<file path="config.mk">
export PLATFORM = sky130hd
export DESIGN_NAME = rpmc_control
export DESIGN_NICKNAME = d
export VERILOG_FILES = /design/src/hw/rpmc_pkg.sv /design/src/hw/rpmc_sync.sv /design/src/hw/rpmc_counter.sv /design/src/hw/rpmc_control.sv
export SDC_FILE = /design/constraint.sdc
export NUM_CORES = 1
export LEC_CHECK = 0
export BUFFER_PORTS_ARGS = -buffer_cell sky130_fd_sc_hd__buf_4
export CAP_MARGIN = 10
export CORE_MARGIN = 3
export CORE_UTILIZATION = 33
export DETAILED_ROUTE_END_ITERATION = 6
export SLEW_MARGIN = 20
export SYNTH_ARGS = -nofsm -noshare
export SYNTH_HDL_FRONTEND = slang
export SYNTH_SLANG_ARGS = --single-unit
</file>
<file path="constraint.sdc">
create_clock -name clk -period 4.95 [get_ports clk]
set_clock_uncertainty 0.1 [all_clocks]
set_input_delay 0.99 -clock clk [delete_from_list [all_inputs] [get_ports clk]]
set_output_delay 0.99 -clock clk [all_outputs]
set_load 0.005 [all_outputs]
</file>
<file path="src/hw/rpmc_pkg.sv">
// Purpose: shared constants for reset and power mode control
// Assumes: 8-bit special function register port, 20 MHz clock
// Notes: offsets are register addresses on the cpu register port
package rpmc_pkg;
  localparam logic [7:0] ADDR_POWER_CONTROL = 8'h87;
  localparam logic [7:0] ADDR_RESET_CAUSE = 8'hb1;
  localparam logic [7:0] ADDR_POWER_DOWN_SEL = 8'hb6;
  localparam logic [7:0] ADDR_SLOW_IF_CTRL = 8'had;
  // power control field positions
  localparam int PC_IDLE_BIT = 0;
  localparam int PC_STOP_BIT = 1;
  localparam int PC_FLAG0_BIT = 2;
  localparam int PC_FLAG1_BIT = 3;
  localparam int PC_DOUBLER_BIT = 7;
  localparam logic [7:0] PC_WRITE_MASK = 8'h8f;
  localparam logic [7:0] PC_RESET = 8'h00;
  // reset cause field positions
  localparam int RC_CAUSE_BIT = 0;
  localparam int RC_ROM_VEC_BIT = 1;
  localparam logic [1:0] RC_RESET = 2'h2;
  localparam int SLOW_BUSY_BIT = 4;
  localparam logic [2:0] PD_RESET = 3'h0;
  localparam logic [2:0] PD_NORMAL = 3'h0;
  localparam logic [2:0] PD_LIGHT = 3'h1;
  localparam logic [2:0] PD_MODERATE = 3'h2;
  localparam logic [2:0] PD_STANDBY = 3'h3;
  localparam int PD_DEEP_BIT = 2;
  localparam logic [15:0] VEC_NORMAL = 16'h0000;
  localparam logic [15:0] VEC_ROM = 16'h8000;
  // startup timing
  localparam int CLK_HZ = 20000000;
  localparam int CRYSTAL_CLOCK_SETTLE_CYCLES = 2500;
  localparam real XO_STARTUP_MS = 3.0;
  localparam int XO_STARTUP_CYCLES = int'(XO_STARTUP_MS * CLK_HZ / 1000.0);
  localparam int SLOW_EDGES_NEEDED = 1;
  typedef enum logic [4:0] {
    SEQ_HOLD = 5'b00001,
    SEQ_OSC = 5'b00010,
    SEQ_INIT = 5'b00100,
    SEQ_SETTLE = 5'b01000,
    SEQ_RUN = 5'b10000
  } rpmc_seq_type;
  typedef enum logic [3:0] {
    PM_ACTIVE = 4'b0001,
    PM_IDLE = 4'b0010,
    PM_STOP = 4'b0100,
    PM_DOWN = 4'b1000
  } rpmc_mode_type;
endpackage

</file>
<file path="src/hw/rpmc_sync.sv">
// Purpose: two flip-flop synchroniser for a group of levels
// Assumes: inputs come from outside the clk domain
// Notes: first stage is read only by the second
`timescale 1ns/10ps
module rpmc_sync #(
  parameter int WIDTH = 1
) (
  input wire logic clk,
  input wire logic rst,
  input wire logic [WIDTH-1:0] din,
  output logic [WIDTH-1:0] dout
);
  logic [WIDTH-1:0] stage1;
  // plain double flop, reset to zero
  always_ff @(posedge clk or posedge rst) begin
    if (rst) begin
      stage1 <= '0;
      dout <= '0;
    end else begin
      stage1 <= din;
      dout <= stage1;
    end
  end
endmodule

</file>
<file path="src/hw/rpmc_counter.sv">
// Purpose: startup delay counter, counts fast cycles and slow edges
// Assumes: slow clock level already synchronised
// Notes: done when both counts reached
`timescale 1ns/10ps
module rpmc_counter #(
  parameter int FAST_CYCLES = 2500,
  parameter int SLOW_EDGES = 1,
  parameter int CW = 20
) (
  input wire logic clk,
  input wire logic rst,
  input wire logic start,
  input wire logic slowLevel,
  output logic done
);
  logic [CW-1:0] fastCount;
  logic [3:0] slowCount;
  logic slowPrev;
  logic running;
  // fast and slow counts run together; delay is the longer of the two
  always_ff @(posedge clk or posedge rst) begin
    if (rst) begin
      fastCount <= '0;
      slowCount <= 4'h0;
      slowPrev <= 1'b0;
      running <= 1'b0;
      done <= 1'b0;
    end else begin
      slowPrev <= slowLevel;
      done <= 1'b0;
      if (start) begin
        fastCount <= '0;
        slowCount <= 4'h0;
        running <= 1'b1;
      end else if (running) begin
        if (fastCount < CW'(FAST_CYCLES)) begin
          fastCount <= fastCount + 1'b1;
        end
        if (slowLevel && !slowPrev && slowCount < 4'(SLOW_EDGES)) begin
          slowCount <= slowCount + 4'h1;
        end
        if (fastCount >= CW'(FAST_CYCLES) && slowCount >= 4'(SLOW_EDGES)) begin
          running <= 1'b0;
          done <= 1'b1;
        end
      end
    end
  end
endmodule

</file>
<file path="src/hw/rpmc_control.sv">
// Purpose: reset sequencing, reset cause, idle, stop and power down control
// Assumes: cpu register port on clk; power-on and watchdog sources are async pins
// Notes: cpuHold suspends the core; wakeups and slow clock are synchronised here
`timescale 1ns/10ps
module rpmc_control
  import rpmc_pkg::*;
#(
  parameter int XO_STARTUP = XO_STARTUP_CYCLES,
  parameter int SETTLE = CRYSTAL_CLOCK_SETTLE_CYCLES
) (
  input wire logic clk,
  input wire logic rst,
  input wire logic powerOnReset,
  input wire logic watchdogExpired,
  input wire logic slowClock,
  input wire logic pinWakeFiltered,
  input wire logic timerWake,
  input wire logic slowIfBusy,
  input wire logic interruptPending,
  input wire logic instrDone,
  input wire logic regWrite,
  input wire logic regRead,
  input wire logic [7:0] regAddr,
  input wire logic [7:0] regWdata,
  output logic [7:0] regRdata,
  output logic chipResetActive,
  output logic oscEnable,
  output logic sfrInit,
  output logic cpuHold,
  output logic fetchStart,
  output logic [15:0] resetVector,
  output logic bootLoaderStart,
  output logic baudRateDoubler,
  output logic [2:0] powerDownLevel,
  output logic crystalOff,
  output logic slowFromLowPower
);
  logic [2:0] syncOut;
  logic porSync;
  logic wdSync;
  logic slowLevel;
  logic [1:0] wakeSync;
  logic [1:0] wakeRaw;
  logic wakeAny;
  rpmc_seq_type seqState;
  rpmc_mode_type modeState;
  logic [7:0] powerControl;
  logic [1:0] resetCause;
  logic [2:0] powerDownSel;
  logic lastWasPor;
  logic xoRunning;
  logic [22:0] oscCount;
  logic settleStart;
  logic settleDone;
  logic resetEvent;
  logic wdPrev;
  logic pendingIdle;
  logic pendingStop;
  logic pendingDown;

  // two reset sources only, both synchronised
  rpmc_sync #(.WIDTH(3)) u_sync_rst (
    .clk(clk),
    .rst(rst),
    .din({powerOnReset, watchdogExpired, slowClock}),
    .dout(syncOut)
  );
  assign porSync = syncOut[2];
  assign wdSync = syncOut[1];
  assign slowLevel = syncOut[0];

  // wake pin arrives after its debounce filter, so we stay down meanwhile
  assign wakeRaw = {pinWakeFiltered, timerWake};
  rpmc_sync #(.WIDTH(2)) u_sync_wake (
    .clk(clk),
    .rst(rst),
    .din(wakeRaw),
    .dout(wakeSync)
  );
  assign wakeAny = |wakeSync;

  // watchdog acts on its rising edge so a held expiry restarts only once
  always_ff @(posedge clk or posedge rst) begin
    if (rst) begin
      wdPrev <= 1'b0;
    end else begin
      wdPrev <= wdSync;
    end
  end
  assign resetEvent = porSync || (wdSync && !wdPrev);

  // slow clock edges and crystal cycles, counted together, make the settle delay; the longer count ends it
  rpmc_counter #(.FAST_CYCLES(SETTLE), .SLOW_EDGES(SLOW_EDGES_NEEDED), .CW(20)) u_settle (
    .clk(clk),
    .rst(rst),
    .start(settleStart),
    .slowLevel(slowLevel),
    .done(settleDone)
  );

  // reset sequence hold, oscillator, init, settle, run
  always_ff @(posedge clk or posedge rst) begin
    if (rst) begin
      seqState <= SEQ_HOLD;
      oscCount <= 23'h000000;
      settleStart <= 1'b0;
    end else begin
      settleStart <= 1'b0;
      if (porSync) begin
        seqState <= SEQ_HOLD;
      end else if (resetEvent) begin
        // skip oscillator wait when crystal already running
        seqState <= xoRunning ? SEQ_INIT : SEQ_OSC;
        oscCount <= 23'h000000;
      end else begin
        case (seqState)
          SEQ_HOLD: begin
            seqState <= SEQ_OSC;
            oscCount <= 23'h000000;
          end
          SEQ_OSC: begin
            if (oscCount >= 23'(XO_STARTUP)) begin
              seqState <= SEQ_INIT;
            end else begin
              oscCount <= oscCount + 23'h000001;
            end
          end
          SEQ_INIT: begin
            seqState <= SEQ_SETTLE;
            settleStart <= 1'b1;
          end
          SEQ_SETTLE: begin
            if (settleDone) begin
              seqState <= SEQ_RUN;
            end
          end
          SEQ_RUN: seqState <= SEQ_RUN;
          default: seqState <= SEQ_HOLD;
        endcase
      end
    end
  end

  // crystal state tracks oscillator phase and deep power down
  always_ff @(posedge clk or posedge rst) begin
    if (rst) begin
      xoRunning <= 1'b0;
    end else if (porSync) begin
      xoRunning <= 1'b0;
    end else if (seqState == SEQ_INIT) begin
      xoRunning <= 1'b1;
    end else if (modeState == PM_DOWN && powerDownSel[PD_DEEP_BIT]) begin
      xoRunning <= 1'b0;
    end
  end

  // cause bit cleared by power-on, set by watchdog
  always_ff @(posedge clk or posedge rst) begin
    if (rst) begin
      resetCause <= RC_RESET;
      lastWasPor <= 1'b1;
    end else if (porSync) begin
      resetCause <= RC_RESET;
      lastWasPor <= 1'b1;
    end else if (resetEvent) begin
      // cause bit marks non power-on reset
      resetCause <= RC_RESET | 2'h1;
      lastWasPor <= 1'b0;
    end else if (regWrite && regAddr == ADDR_RESET_CAUSE && seqState == SEQ_RUN) begin
      // software may clear cause to force reboot
      resetCause <= regWdata[1:0];
    end
  end

  // doubler and general flags are plain storage, reserved bits dropped
  always_ff @(posedge clk or posedge rst) begin
    if (rst) begin
      powerControl <= PC_RESET;
    end else if (resetEvent || seqState == SEQ_INIT) begin
      powerControl <= PC_RESET;
    end else if (regWrite && regAddr == ADDR_POWER_CONTROL && seqState == SEQ_RUN) begin
      powerControl <= regWdata & PC_WRITE_MASK;
    end else if (modeState == PM_IDLE && interruptPending) begin
      powerControl[PC_IDLE_BIT] <= 1'b0;
    end
  end

  // selector written, cleared by wake or reset
  always_ff @(posedge clk or posedge rst) begin
    if (rst) begin
      powerDownSel <= PD_RESET;
    end else if (resetEvent || seqState == SEQ_INIT) begin
      powerDownSel <= PD_RESET;
    end else if (regWrite && regAddr == ADDR_POWER_DOWN_SEL && seqState == SEQ_RUN) begin
      // software checks busy first; we do not guard it
      powerDownSel <= regWdata[2:0];
    end else if (modeState == PM_DOWN && wakeAny) begin
      powerDownSel <= PD_NORMAL;
    end
  end

  // mode requests wait for the writing instruction to complete
  always_ff @(posedge clk or posedge rst) begin
    if (rst) begin
      pendingIdle <= 1'b0;
      pendingStop <= 1'b0;
      pendingDown <= 1'b0;
    end else if (resetEvent || instrDone) begin
      pendingIdle <= 1'b0;
      pendingStop <= 1'b0;
      pendingDown <= 1'b0;
    end else if (regWrite && seqState == SEQ_RUN) begin
      if (regAddr == ADDR_POWER_CONTROL) begin
        pendingIdle <= regWdata[PC_IDLE_BIT];
        pendingStop <= regWdata[PC_STOP_BIT];
      end
      if (regAddr == ADDR_POWER_DOWN_SEL) begin
        pendingDown <= |regWdata[2:0];
      end
    end
  end

  // power mode machine; stop ignores interrupts and wakes
  always_ff @(posedge clk or posedge rst) begin
    if (rst) begin
      modeState <= PM_ACTIVE;
    end else if (resetEvent || seqState != SEQ_RUN) begin
      // watchdog ends idle, stop and power down
      // watchdog exits power down through init and settle; the oscillator wait comes first only after deep
      modeState <= PM_ACTIVE;
    end else begin
      case (modeState)
        PM_ACTIVE: begin
          // enter after the setting instruction completes
          if (instrDone && pendingDown) begin
            modeState <= PM_DOWN;
          end else if (instrDone && pendingStop) begin
            modeState <= PM_STOP;
          end else if (instrDone && pendingIdle) begin
            modeState <= PM_IDLE;
          end
        end
        PM_IDLE: begin
          if (interruptPending) begin
            modeState <= PM_ACTIVE;
          end
        end
        PM_STOP: modeState <= PM_STOP;
        PM_DOWN: begin
          // core resumes, its interrupt logic services the wake
          if (wakeAny) begin
            modeState <= PM_ACTIVE;
          end
        end
        default: modeState <= PM_ACTIVE;
      endcase
    end
  end

  // registered outputs toward core and analog blocks
  always_ff @(posedge clk or posedge rst) begin
    if (rst) begin
      chipResetActive <= 1'b1;
      oscEnable <= 1'b0;
      sfrInit <= 1'b0;
      cpuHold <= 1'b1;
      fetchStart <= 1'b0;
      resetVector <= VEC_ROM;
      bootLoaderStart <= 1'b0;
      baudRateDoubler <= 1'b0;
      powerDownLevel <= PD_NORMAL;
      crystalOff <= 1'b0;
      slowFromLowPower <= 1'b0;
    end else begin
      chipResetActive <= seqState != SEQ_RUN;
      oscEnable <= seqState != SEQ_HOLD &&
        !(modeState == PM_DOWN && powerDownSel[PD_DEEP_BIT]);
      sfrInit <= seqState == SEQ_INIT;
      // CPU clock keeps running in idle; only fetch is held
      cpuHold <= seqState != SEQ_RUN || modeState != PM_ACTIVE;
      fetchStart <= seqState == SEQ_SETTLE && settleDone;
      resetVector <= resetCause[RC_ROM_VEC_BIT] ? VEC_ROM : VEC_NORMAL;
      // loader only when lastWasPor shows the last reset was power-on
      bootLoaderStart <= seqState == SEQ_SETTLE && settleDone && lastWasPor;
      baudRateDoubler <= powerControl[PC_DOUBLER_BIT];
      // decode level; deep ignores low bits
      if (modeState != PM_DOWN) begin
        powerDownLevel <= PD_NORMAL;
      end else if (powerDownSel[PD_DEEP_BIT]) begin
        powerDownLevel <= 3'h4;
      end else begin
        powerDownLevel <= powerDownSel;
      end
      crystalOff <= modeState == PM_DOWN && powerDownSel[PD_DEEP_BIT];
      slowFromLowPower <= modeState == PM_DOWN &&
        (powerDownSel[PD_DEEP_BIT] || powerDownSel == PD_STANDBY);
    end
  end

  // register read data
  always_ff @(posedge clk or posedge rst) begin
    if (rst) begin
      regRdata <= 8'h00;
    end else if (regRead) begin
      case (regAddr)
        ADDR_POWER_CONTROL: regRdata <= powerControl;
        ADDR_RESET_CAUSE: regRdata <= {6'h00, resetCause};
        // selector read gives slow clock level
        ADDR_POWER_DOWN_SEL: regRdata <= {7'h00, slowLevel};
        // busy bit reflects slow interface transfer
        ADDR_SLOW_IF_CTRL: regRdata <= {3'h0, slowIfBusy, 4'h0};
        default: regRdata <= 8'h00;
      endcase
    end
  end

  stop_sticky_a: assert property (@(posedge clk) disable iff (rst)
    (modeState == PM_STOP && !resetEvent) |=> modeState == PM_STOP)
    else $error("stop mode left without reset");
  por_cause_a: assert property (@(posedge clk) disable iff (rst)
    porSync |=> resetCause == RC_RESET)
    else $error("cause not cleared by power-on");
  wd_cause_a: assert property (@(posedge clk) disable iff (rst)
    (!porSync && resetEvent) |=> resetCause[RC_CAUSE_BIT])
    else $error("cause not set by watchdog");
  idle_wake_a: assert property (@(posedge clk) disable iff (rst)
    (modeState == PM_IDLE && interruptPending && !resetEvent && seqState == SEQ_RUN)
      |=> modeState == PM_ACTIVE ##1 !cpuHold)
    else $error("idle not ended by interrupt");
  down_wake_a: assert property (@(posedge clk) disable iff (rst)
    (modeState == PM_DOWN && wakeAny && !resetEvent && seqState == SEQ_RUN)
      |=> powerDownSel == PD_NORMAL && modeState == PM_ACTIVE)
    else $error("wake did not clear power down");
  wd_exit_a: assert property (@(posedge clk) disable iff (rst)
    resetEvent |=> modeState == PM_ACTIVE ##1 cpuHold)
    else $error("reset did not end low power mode");
  vec_sel_a: assert property (@(posedge clk) disable iff (rst)
    resetCause[RC_ROM_VEC_BIT] |=> resetVector == VEC_ROM)
    else $error("vector does not follow select bit");
  deep_level_a: assert property (@(posedge clk) disable iff (rst)
    (modeState == PM_DOWN && powerDownSel[PD_DEEP_BIT]) |=> crystalOff)
    else $error("deep power down left crystal on");
  settle_min_a: assert property (@(posedge clk) disable iff (rst)
    settleStart |=> !fetchStart [*3])
    else $error("fetch began before settle delay");
endmodule

</file>
* After elaboration in Yosys (flattened, before gate mapping) *
Index checks and enable logic that the tools add are counted.

operators by class
  muxes and demuxes = 59
  reductions and logical operators = 52
  eq/ne operators = 24
  magnitude comparators = 5
  $add $sub $neg = 3
  bitwise operators = 1

operator list
  kind                                                                             number
  20-bit 2-to-1 mux                                                                3
  23-bit 2-to-1 mux                                                                2
  23-bit one-hot mux with 2 select lines                                           1
  4-bit 2-to-1 mux                                                                 9
  8-bit equality test (second input constant)                                      4
  8-bit one-hot mux with 4 select lines                                            1
  1-bit 2-to-1 mux                                                                 25
  5-bit one-hot mux with 5 select lines                                            1
  23-bit by 1-bit adder with 23-bit output (second input constant)                 1
  23-bit by 16-bit >= comparator with 1-bit output (second input constant)         1
  1-bit logical AND                                                                21
  20-bit by 1-bit adder with 20-bit output (second input constant)                 1
  20-bit by 12-bit >= comparator with 1-bit output (second input constant)         1
  20-bit by 12-bit less-than comparator with 1-bit output (second input constant)  1
  5-bit 2-to-1 mux                                                                 4
  3-bit 2-to-1 mux                                                                 6
  16-bit 2-to-1 mux                                                                1
  4-bit one-hot mux with 4 select lines                                            1
  2-bit nonzero test                                                               8
  3-bit nonzero test                                                               5
  5-bit inequality test (second input constant)                                    2
  2-bit AND reduction                                                              5
  8-bit 2-to-1 mux                                                                 1
  7-bit 2-to-1 mux                                                                 1
  other kinds (27)                                                                 38

word-level totals
  output and inout bits = 36
  word-level logic and storage cells = 179
  input port bits = 28
  register bits = 125

* Longest topological paths before layout *
Gate-level depths: netlist (run 1).

  word-level depth = 6
  gate-level depth with buffers = 7
  mapped depth without buffers = 6

* Modules after synthesis *
From an unflattened synthesis (run 1), not the netlist that was laid out.

unflattened totals
  cells, all modules = 473
  area, all modules = 4867.2 um2

modules (own cells, without submodules)
  module                    seq. area each (um2)  area each (um2)  cells an instance  times used
  rpmc_control              1685.4                3333.2           345                1
  rpmc_counter              675.6                 1276.2           116                1
  rpmc_sync at u_sync_rst   150.1                 153.9            7                  1
  rpmc_sync at u_sync_wake  100.1                 103.8            5                  1

* Worst setup path after synthesis (run 1) *
OpenSTA, ideal clock, no wires.

  path kind = in2reg
  from = in regAddr[6]
  to = reg pendingIdle
  slack = 2.568 ns
  cell stages on the path = 5
  arrival time = 2.188 ns
  data required time = 4.756 ns
  buffers on the path = 0
  setup time = 0.094 ns
  path through = nand4bb_1 > nor3_1 > and3_1 > nand2_1 > a211oi_1

on the way
  word-level cells in the longest chain between the ends = 3

RTL lines
  element                        line                 text
  start: declaration             rpmc_control.sv:23   input wire logic [7:0] regAddr,
  8-bit equality test            rpmc_control.sv:213  if (regAddr == ADDR_POWER_CONTROL) begin
  2-bit nonzero test (no line)   -
  2-bit AND reduction (no line)  -
  end signal: assignment         rpmc_control.sv:214  pendingIdle <= regWdata[PC_IDLE_BIT];
  end: declaration               rpmc_control.sv:57   logic pendingIdle;

Every way passes these cells.
A chain may end at the register's enable or synchronous reset.

* Worst setup path after layout (run 1) *
  from = in regAddr[6]
  to = reg pendingStop

on the way
  word-level cells in the longest chain between the ends = 3

RTL lines
  element                        line                 text
  8-bit equality test            rpmc_control.sv:213
  2-bit nonzero test (no line)   -
  2-bit AND reduction (no line)  -
  end signal: assignment         rpmc_control.sv:215  pendingStop <= regWdata[PC_STOP_BIT];
  end: declaration               rpmc_control.sv:58   logic pendingStop;

Every way passes these cells.

==> results of run 1 <==
## metrics by stage
stage | utilization [%] | hold WS [ns] | worst slack [ns]
2_1_floorplan | - | 0.231 | 1.14
3_3_place_gp | 37.3 | 0.235 | 2.19
3_5_place_dp | 37.3 | 0.235 | 2.19
4_1_cts | 39.8 | 0.249 | 2.50
5_1_grt | 39.8 | 0.257 | 2.36
6_report | 39.8 | 0.248 | 2.52
## kinds of logic (layout without fill, tap and decap cells)
group	Yosys count	after routing	synth area share (%)
compound gates	90	90	12.4
flops	104	104	54.4
simple gates	198	198	21.8
xor+xnor	11	11	2.01
other cells	1	17	0.0782
mux	8	8	1.70
buf+inv	55	86	5.74
fa+ha+maj	7	7	1.83
## synth_stat cells (2+ instances only)
library cell,n
a2111o_1,2
a2111oi_0,4
a211oi_1,8
a21oi_1,30
a31oi_1,2
a41oi_1,4
and2_1,12
and3_1,11
buf_4,18
clkbuf_1,10
dfrtp_1,97
dfstp_2,7
ha_1,7
inv_1,25
mux2i_1,7
nand2_1,45
nand2b_1,3
nand3_1,19
nand4_1,7
nand4_2,2
nand4b_1,2
nor2_1,39
nor2b_1,18
nor3_1,12
nor3b_1,2
nor4_1,6
nor4b_1,2
o211ai_1,4
o21a_1,3
o21ai_0,10
o21ai_1,4
o22ai_1,3
o31ai_1,6
or3_1,4
or4_1,6
xnor2_1,11
## sequential cells by signal, summed over array words and instances (netlist names), 4 cells and up
name	count
modeState	4
oscCount	23
powerControl	5
regRdata	6
seqState	5
u_settle.fastCount	20
u_settle.slowCount	4
## power by group through the flow
stage	registers [mW]	clock network (mW)	logic [mW]
2_1_floorplan	0.888	0	0.0732
3_3_place_gp	0.891	0	0.0996
3_5_place_dp	0.891	0	0.103
4_1_cts	0.875	0.847	0.103
5_1_grt	0.876	0.885	0.115
6_report	0.875	0.830	0.100
## final cells by class
class,instances,area (µm²),share of cell area [%]
multi-input cells,331,1970,35.2
well taps,180,225,4.03
clock buffers,11,253,4.52
flip-flops and latches,104,2610,46.7
repair buffers,45,338,6.04
inverters,25,96.3,1.72
clock inverters,5,103,1.83
## layer usage
metal / up-vias / track usage, %
met5: - / 0
met4: 0 / 4.04
met3: 9 / 3.66
met2: 61 / 20.3
met1: 1725 / 17.3
li1: 1725 / -
## path summary, 6_finish.rpt
kind,to,slack (ns),depth (start not counted)
max reg2reg,oscCount[10],2.52,6
max,pendingStop,2.52,6
min reg2reg,u_sync_wake.dout[0],0.25,0
min in group asynchronous,oscCount[13],0.66,2
max in group asynchronous,resetCause[1],3.07,3
min,u_sync_wake.dout[0],0.25,0
==> results.py, run 1 <==
metrics = {
    "outcome": {
        "status": "complete, no violations",
    },
    "cts": {
        "cts.repair.resized": 0,
        "ctsHoldBuffers": 0,
        "clk_pin_slew_worst_paths_ns": 0.06,
        "cts_setup_buffers": 0,
        "cts_tree": "yes",
        "htreeDepth": 3,
        "cts_buffers": 9,
        "insertion_delay_ns": 0.35,
        "cts_sinks": 104,
        "clk_root_buffer_cell": "clkbuf_16",
        "cts_buffer_depth": 2,
    },
    "synth": {
        "ys_ff_latch": 104,
        "async_flop_share_pct": 100,
        "avgSynthCellArea_um2": 10.1,
        "synth_ff_type": "dfrtp_1",
        "synth_area_um2": 4800,
        "synth_top_area_cell": "dfrtp_1",
        "synth_warnings": 0,
        "netlist_instances": 474,
        "synth_enable_flop_cells": 0,
        "ys_seq_area_share_pct": 54.4,
        "synth_top_area_share_pct": 50.6,
        "yosysUniqueCellTypes": 58,
        "synth_top_cells_by_area": "dfrtp_1, dfstp_2, nand2_1",
    },
    "finish": {
        "finalNetCount": 551,
        "diodes": 0,
        "fillers": 1345,
        "final_common_cell": "dfrtp_1",
        "fin_area_um2": 5600,
        "layout_common_cells": "dfrtp_1, nand2_1, buf_4",
        "final_cells": 701,
        "area_delta_synth_final_pct": 16.7,
        "layout-drive-gt1-share_pct": 15.0,
    },
    "power_and_ir_drop": {
        "power_mw": 1.81,
        "power_frac_seq_pct": 48.5,
        "total_leakage_power_nw": 2.46,
        "ir_drop_mv": 0.193,
        "combPwrFrac_pct": 5.6,
        "p_switching_mw": 0.386,
        "clock_power_share_pct": 46.0,
        "sw_frac_of_total_pct": 21.4,
        "p_per_area_nw_per_um2": 323,
        "p_int_mw": 1.42,
    },
    "floorplanning": {
        "start_util_pct": 34.2,
        "die-area_um2": 16000,
        "io_pins": 64,
        "fp.dieH_um": 127,
        "die_x_um": 127,
        "fp.coreArea_um2": 14000,
        "num_rows": 43,
    },
    "timing": {
        "min_period_ns": 2.43,
        "finalSetupTns_ns": 0,
        "rsz0062_at_grt": "false",
        "final_max_slew_viol_count": 0,
        "fmax_mhz": 411,
        "setup_viol": 0,
        "tightest_slew_ns": 0.889,
        "maxSlewHeadroom_pct": 40.3,
        "finalHoldViolCount": 0,
        "period_share_pct": 49.1,
    },
    "place": {
        "gp_congestion": 0.825,
        "io_buffers": 43,
        "place_inst": 685,
        "place_hpwl_mm": 6.87,
        "post_dp_cell_area_um2": 5240,
    },
    "worst_setup_path": {
        "end_kind": "register",
        "worst-path-buf-inv": 1,
        "crit_path_start": "regAddr[6]",
        "cp_top_family": "simple AND/OR/NAND/NOR gates",
        "required_ns": 5.10,
        "worstSetupPathType": "input pin to register",
        "worstPathMaxFanout": 7,
        "cpMaxStageDelayCell": "nor3_1",
        "r2r-start": "oscCount[17]",
        "crit_path_start_kind": "input pin",
        "crit_path_cell_trace": "buf_4 > nand4bb_1 > nor3_1 > and3_1 > nand2_1 > a211oi_1",
        "critical_path_arrival_ns": 2.59,
        "slowest_delay_ns": 0.59,
    },
    "global_route": {
        "grt_max_degree": 63,
        "grt_first_pass_wirelength_mm": 17.0,
        "overflow": 0,
        "grt.total_usage_pct": 12.9,
        "grt_pass1_vias": 3564,
        "antenna_found_initial": 0,
    },
    "drt": {
        "firstDrtPassIters": 4,
        "post_drt_wl_per_cell_um": 14.0,
        "finalWirelength_mm": 9.82,
        "highest_layer": "met4",
        "vias": 3520,
        "viasPerCell": 5.02,
        "met1_length_mm": 4.62,
        "dr_wl_met2_mm": 4.71,
        "ant_nets": 0,
        "drtIter0Drc": 181,
        "wl_met3_um": 360,
        "drcViolationCount": 0,
    },
    "flow_run": {
        "drv_cap": 0,
    },
    "hold_path": {
        "min_path_type": "register to register",
        "min-delay-start": "u_sync_wake.stage1[0]",
    },
}
Note: power is estimated with default switching activity, not from simulation.
==> run 2, diff against run 1 <==
clock period = 2.1 ns   (was 4.95 ns; I/O delays follow)
==> run 2 against run 1 <==
The flow now finishes with violations (setup timing). Sequential power grew 140%. Global-route usage is 0.57 points higher. Utilization grew 3.0 points. Count of clock-buffer cells in the layout rose by 2. Critical endpoint is now oscCount[10]. Largest power group unchanged.
==> results.py, run 2 (synthesized netlist as in run 1, its figures left out) <==
metrics = {
    "outcome": {
        "status": "finished, violations left",
        "failed_checks": "setup timing",
    },
    "finish": {
        "final_common_cell": "dfrtp_1",
        "diodes": 0,
        "fillers": 1357,
        "largest_reg_flops": 23,
        "regMostFlops": "oscCount",
        "multi_input_area_um2": 2130,
        "fin_area_um2": 6020,
        "layout-drive-gt1-share_pct": 25.4,
        "final_cells": 744,
        "finalNetCount": 594,
        "area_delta_synth_final_pct": 25.5,
        "layout_common_cells": "dfrtp_1, buf_4, nand2_1",
        "final-seq-area_um2": 2610,
        "reg_top3": "oscCount (23), u_settle.fastCount (20), regRdata (6)",
    },
    "timing": {
        "tightest_slew_ns": 0.571,
        "min_period_ns": 2.15,
        "setup_viol": 7,
        "fmax_mhz": 465,
        "final_max_slew_viol_count": 0,
        "rsz0062_at_grt": "true",
        "timing.final.ws_setup_ns": -0.0500,
        "maxSlewHeadroom_pct": 61.8,
        "period_share_pct": 102,
        "finalHoldViolCount": 0,
    },
    "floorplanning": {
        "io_pins": 64,
        "die_x_um": 127,
        "fp.dieH_um": 127,
        "start_util_pct": 34.2,
        "die-area_um2": 16000,
        "fp.coreArea_um2": 14000,
        "num_rows": 43,
    },
    "cts": {
        "cts_tree": "yes",
        "cts_buffers": 9,
        "clk_pin_slew_worst_paths_ns": 0.07,
        "ctsHoldBuffers": 0,
        "htreeDepth": 3,
        "clk_root_buffer_cell": "clkbuf_16",
        "insertion_delay_ns": 0.34,
        "cts_buffer_depth": 2,
        "cts_sinks": 104,
    },
    "worst_setup_path": {
        "crit_path_start_kind": "register",
        "ff2ff_path_depth": 6,
        "cp-endpoint": "oscCount[10]",
        "timing.reg2reg.setup_slack_ns": -0.05,
        "worstPathMaxFanout": 4,
        "crit_path_start": "seqState[4]",
        "critical_path_arrival_ns": 2.27,
        "end_kind": "register",
        "r2r-start": "seqState[4]",
        "r2r-end": "oscCount[10]",
        "worstSetupPathType": "register to register",
        "required_ns": 2.22,
    },
    "drt": {
        "viasPerCell": 5.03,
        "post_drt_wl_per_cell_um": 14.3,
        "ant_nets": 0,
        "drtIter0Drc": 175,
        "firstDrtPassIters": 4,
        "finalWirelength_mm": 10.7,
        "vias": 3742,
        "drcViolationCount": 0,
    },
    "hold_path": {
        "min_path_type": "input pin to async pin",
    },
    "place": {
        "io_buffers": 43,
        "gp_congestion": 0.822,
        "place_hpwl_mm": 7.73,
        "post_dp_cell_area_um2": 5520,
        "place_inst": 720,
        "place_ws_ns": -0.230,
    },
    "global_route": {
        "grt.total_usage_pct": 13.5,
        "grt_pass1_vias": 3665,
        "grt_first_pass_wirelength_mm": 17.7,
        "antenna_found_initial": 0,
        "grt_max_degree": 31,
        "overflow": 0,
    },
    "power_and_ir_drop": {
        "p_per_area_nw_per_um2": 647,
        "ir_drop_mv": 0.532,
        "power_mw": 3.89,
        "total_leakage_power_nw": 2.66,
    },
    "flow_run": {
        "drv_cap": 0,
    },
}
## run 2: cell count changes in the layout (fill, tap and decap cells not counted), sizes merged
cell / delta
bufinv: -3
buf: +43
inv: -1
clkbuf: +2
clkinv: +1
clkinvlp: +1
## run 2: how the worst min path moves through the flow
stage | from | to
floorplan | u_sync_rst.stage1[0] | u_sync_rst.dout[0]
global placement | u_sync_rst.stage1[0] | u_sync_rst.dout[0]
detailed placement | u_sync_wake.stage1[1] | u_sync_wake.dout[1]
CTS | rst | u_settle.fastCount[10]
global route | rst | sfrInit
finish | rst | baudRateDoubler
## run 2: what timing repair did
item | 4_1_cts | 5_1_grt
cloned | 0 | 1
endpoints found under the hold margin | 0 | 0
gates resized for setup | 9 | 29
setup endpoints to repair | 20 | 20
setup buffers | 2 | 5
pin swaps | 4 | 18
## run 2: final cells by class
class	instances	area share (%)
inverters	25	1.62
multi-input cells	331	35.3
well taps	180	3.74
repair buffers	88	11.4
flip-flops and latches	104	43.4
clock inverters	3	0.353
clock buffers	13	4.16
## run 2: metrics by stage
step / hold WS [ns] / TNS [ns] / util, %
2_1_floorplan: 0.231 / -0.113 / -
3_3_place_gp: 0.235 / -2.06 / 39.3
3_5_place_dp: 0.236 / -2.83 / 39.3
4_1_cts: 0.0410 / -0.241 / 41.6
5_1_grt: 0.0523 / -1.29 / 42.9
6_report: 0.0347 / -0.169 / 42.9
## run 2: worst max-delay path, stage by stage (launching register included)
cell and delay [ns]:
dfrtp_1 0.38, or4_4 0.56, o21ai_4 0.30, nand4_4 0.15, buf_6 0.16, o31ai_1 0.30, a21oi_2 0.08
## run 2: where the power goes
part	switching (mW)	internal, mW	total [mW]
Combinational	0.173	0.119	0.292
Sequential	0.0256	2.04	2.06
Clock	0.699	0.838	1.54
Total	0.897	2.99	3.89
## run 2: layer usage
| metal | wire, µm | part of all wire (%) | track usage, % | vias up |
|---|---|---|---|---|
| li1 | - | - | - | 1799 |
| met2 | 5130 | 48 | 21.5 | 81 |
| met3 | 395 | 3.7 | 3.12 | 14 |
| met1 | 4980 | 47 | 18.1 | 1848 |
| met5 | 0 | 0 | 0 | - |
| met4 | 170 | 1.6 | 4.42 | 0 |
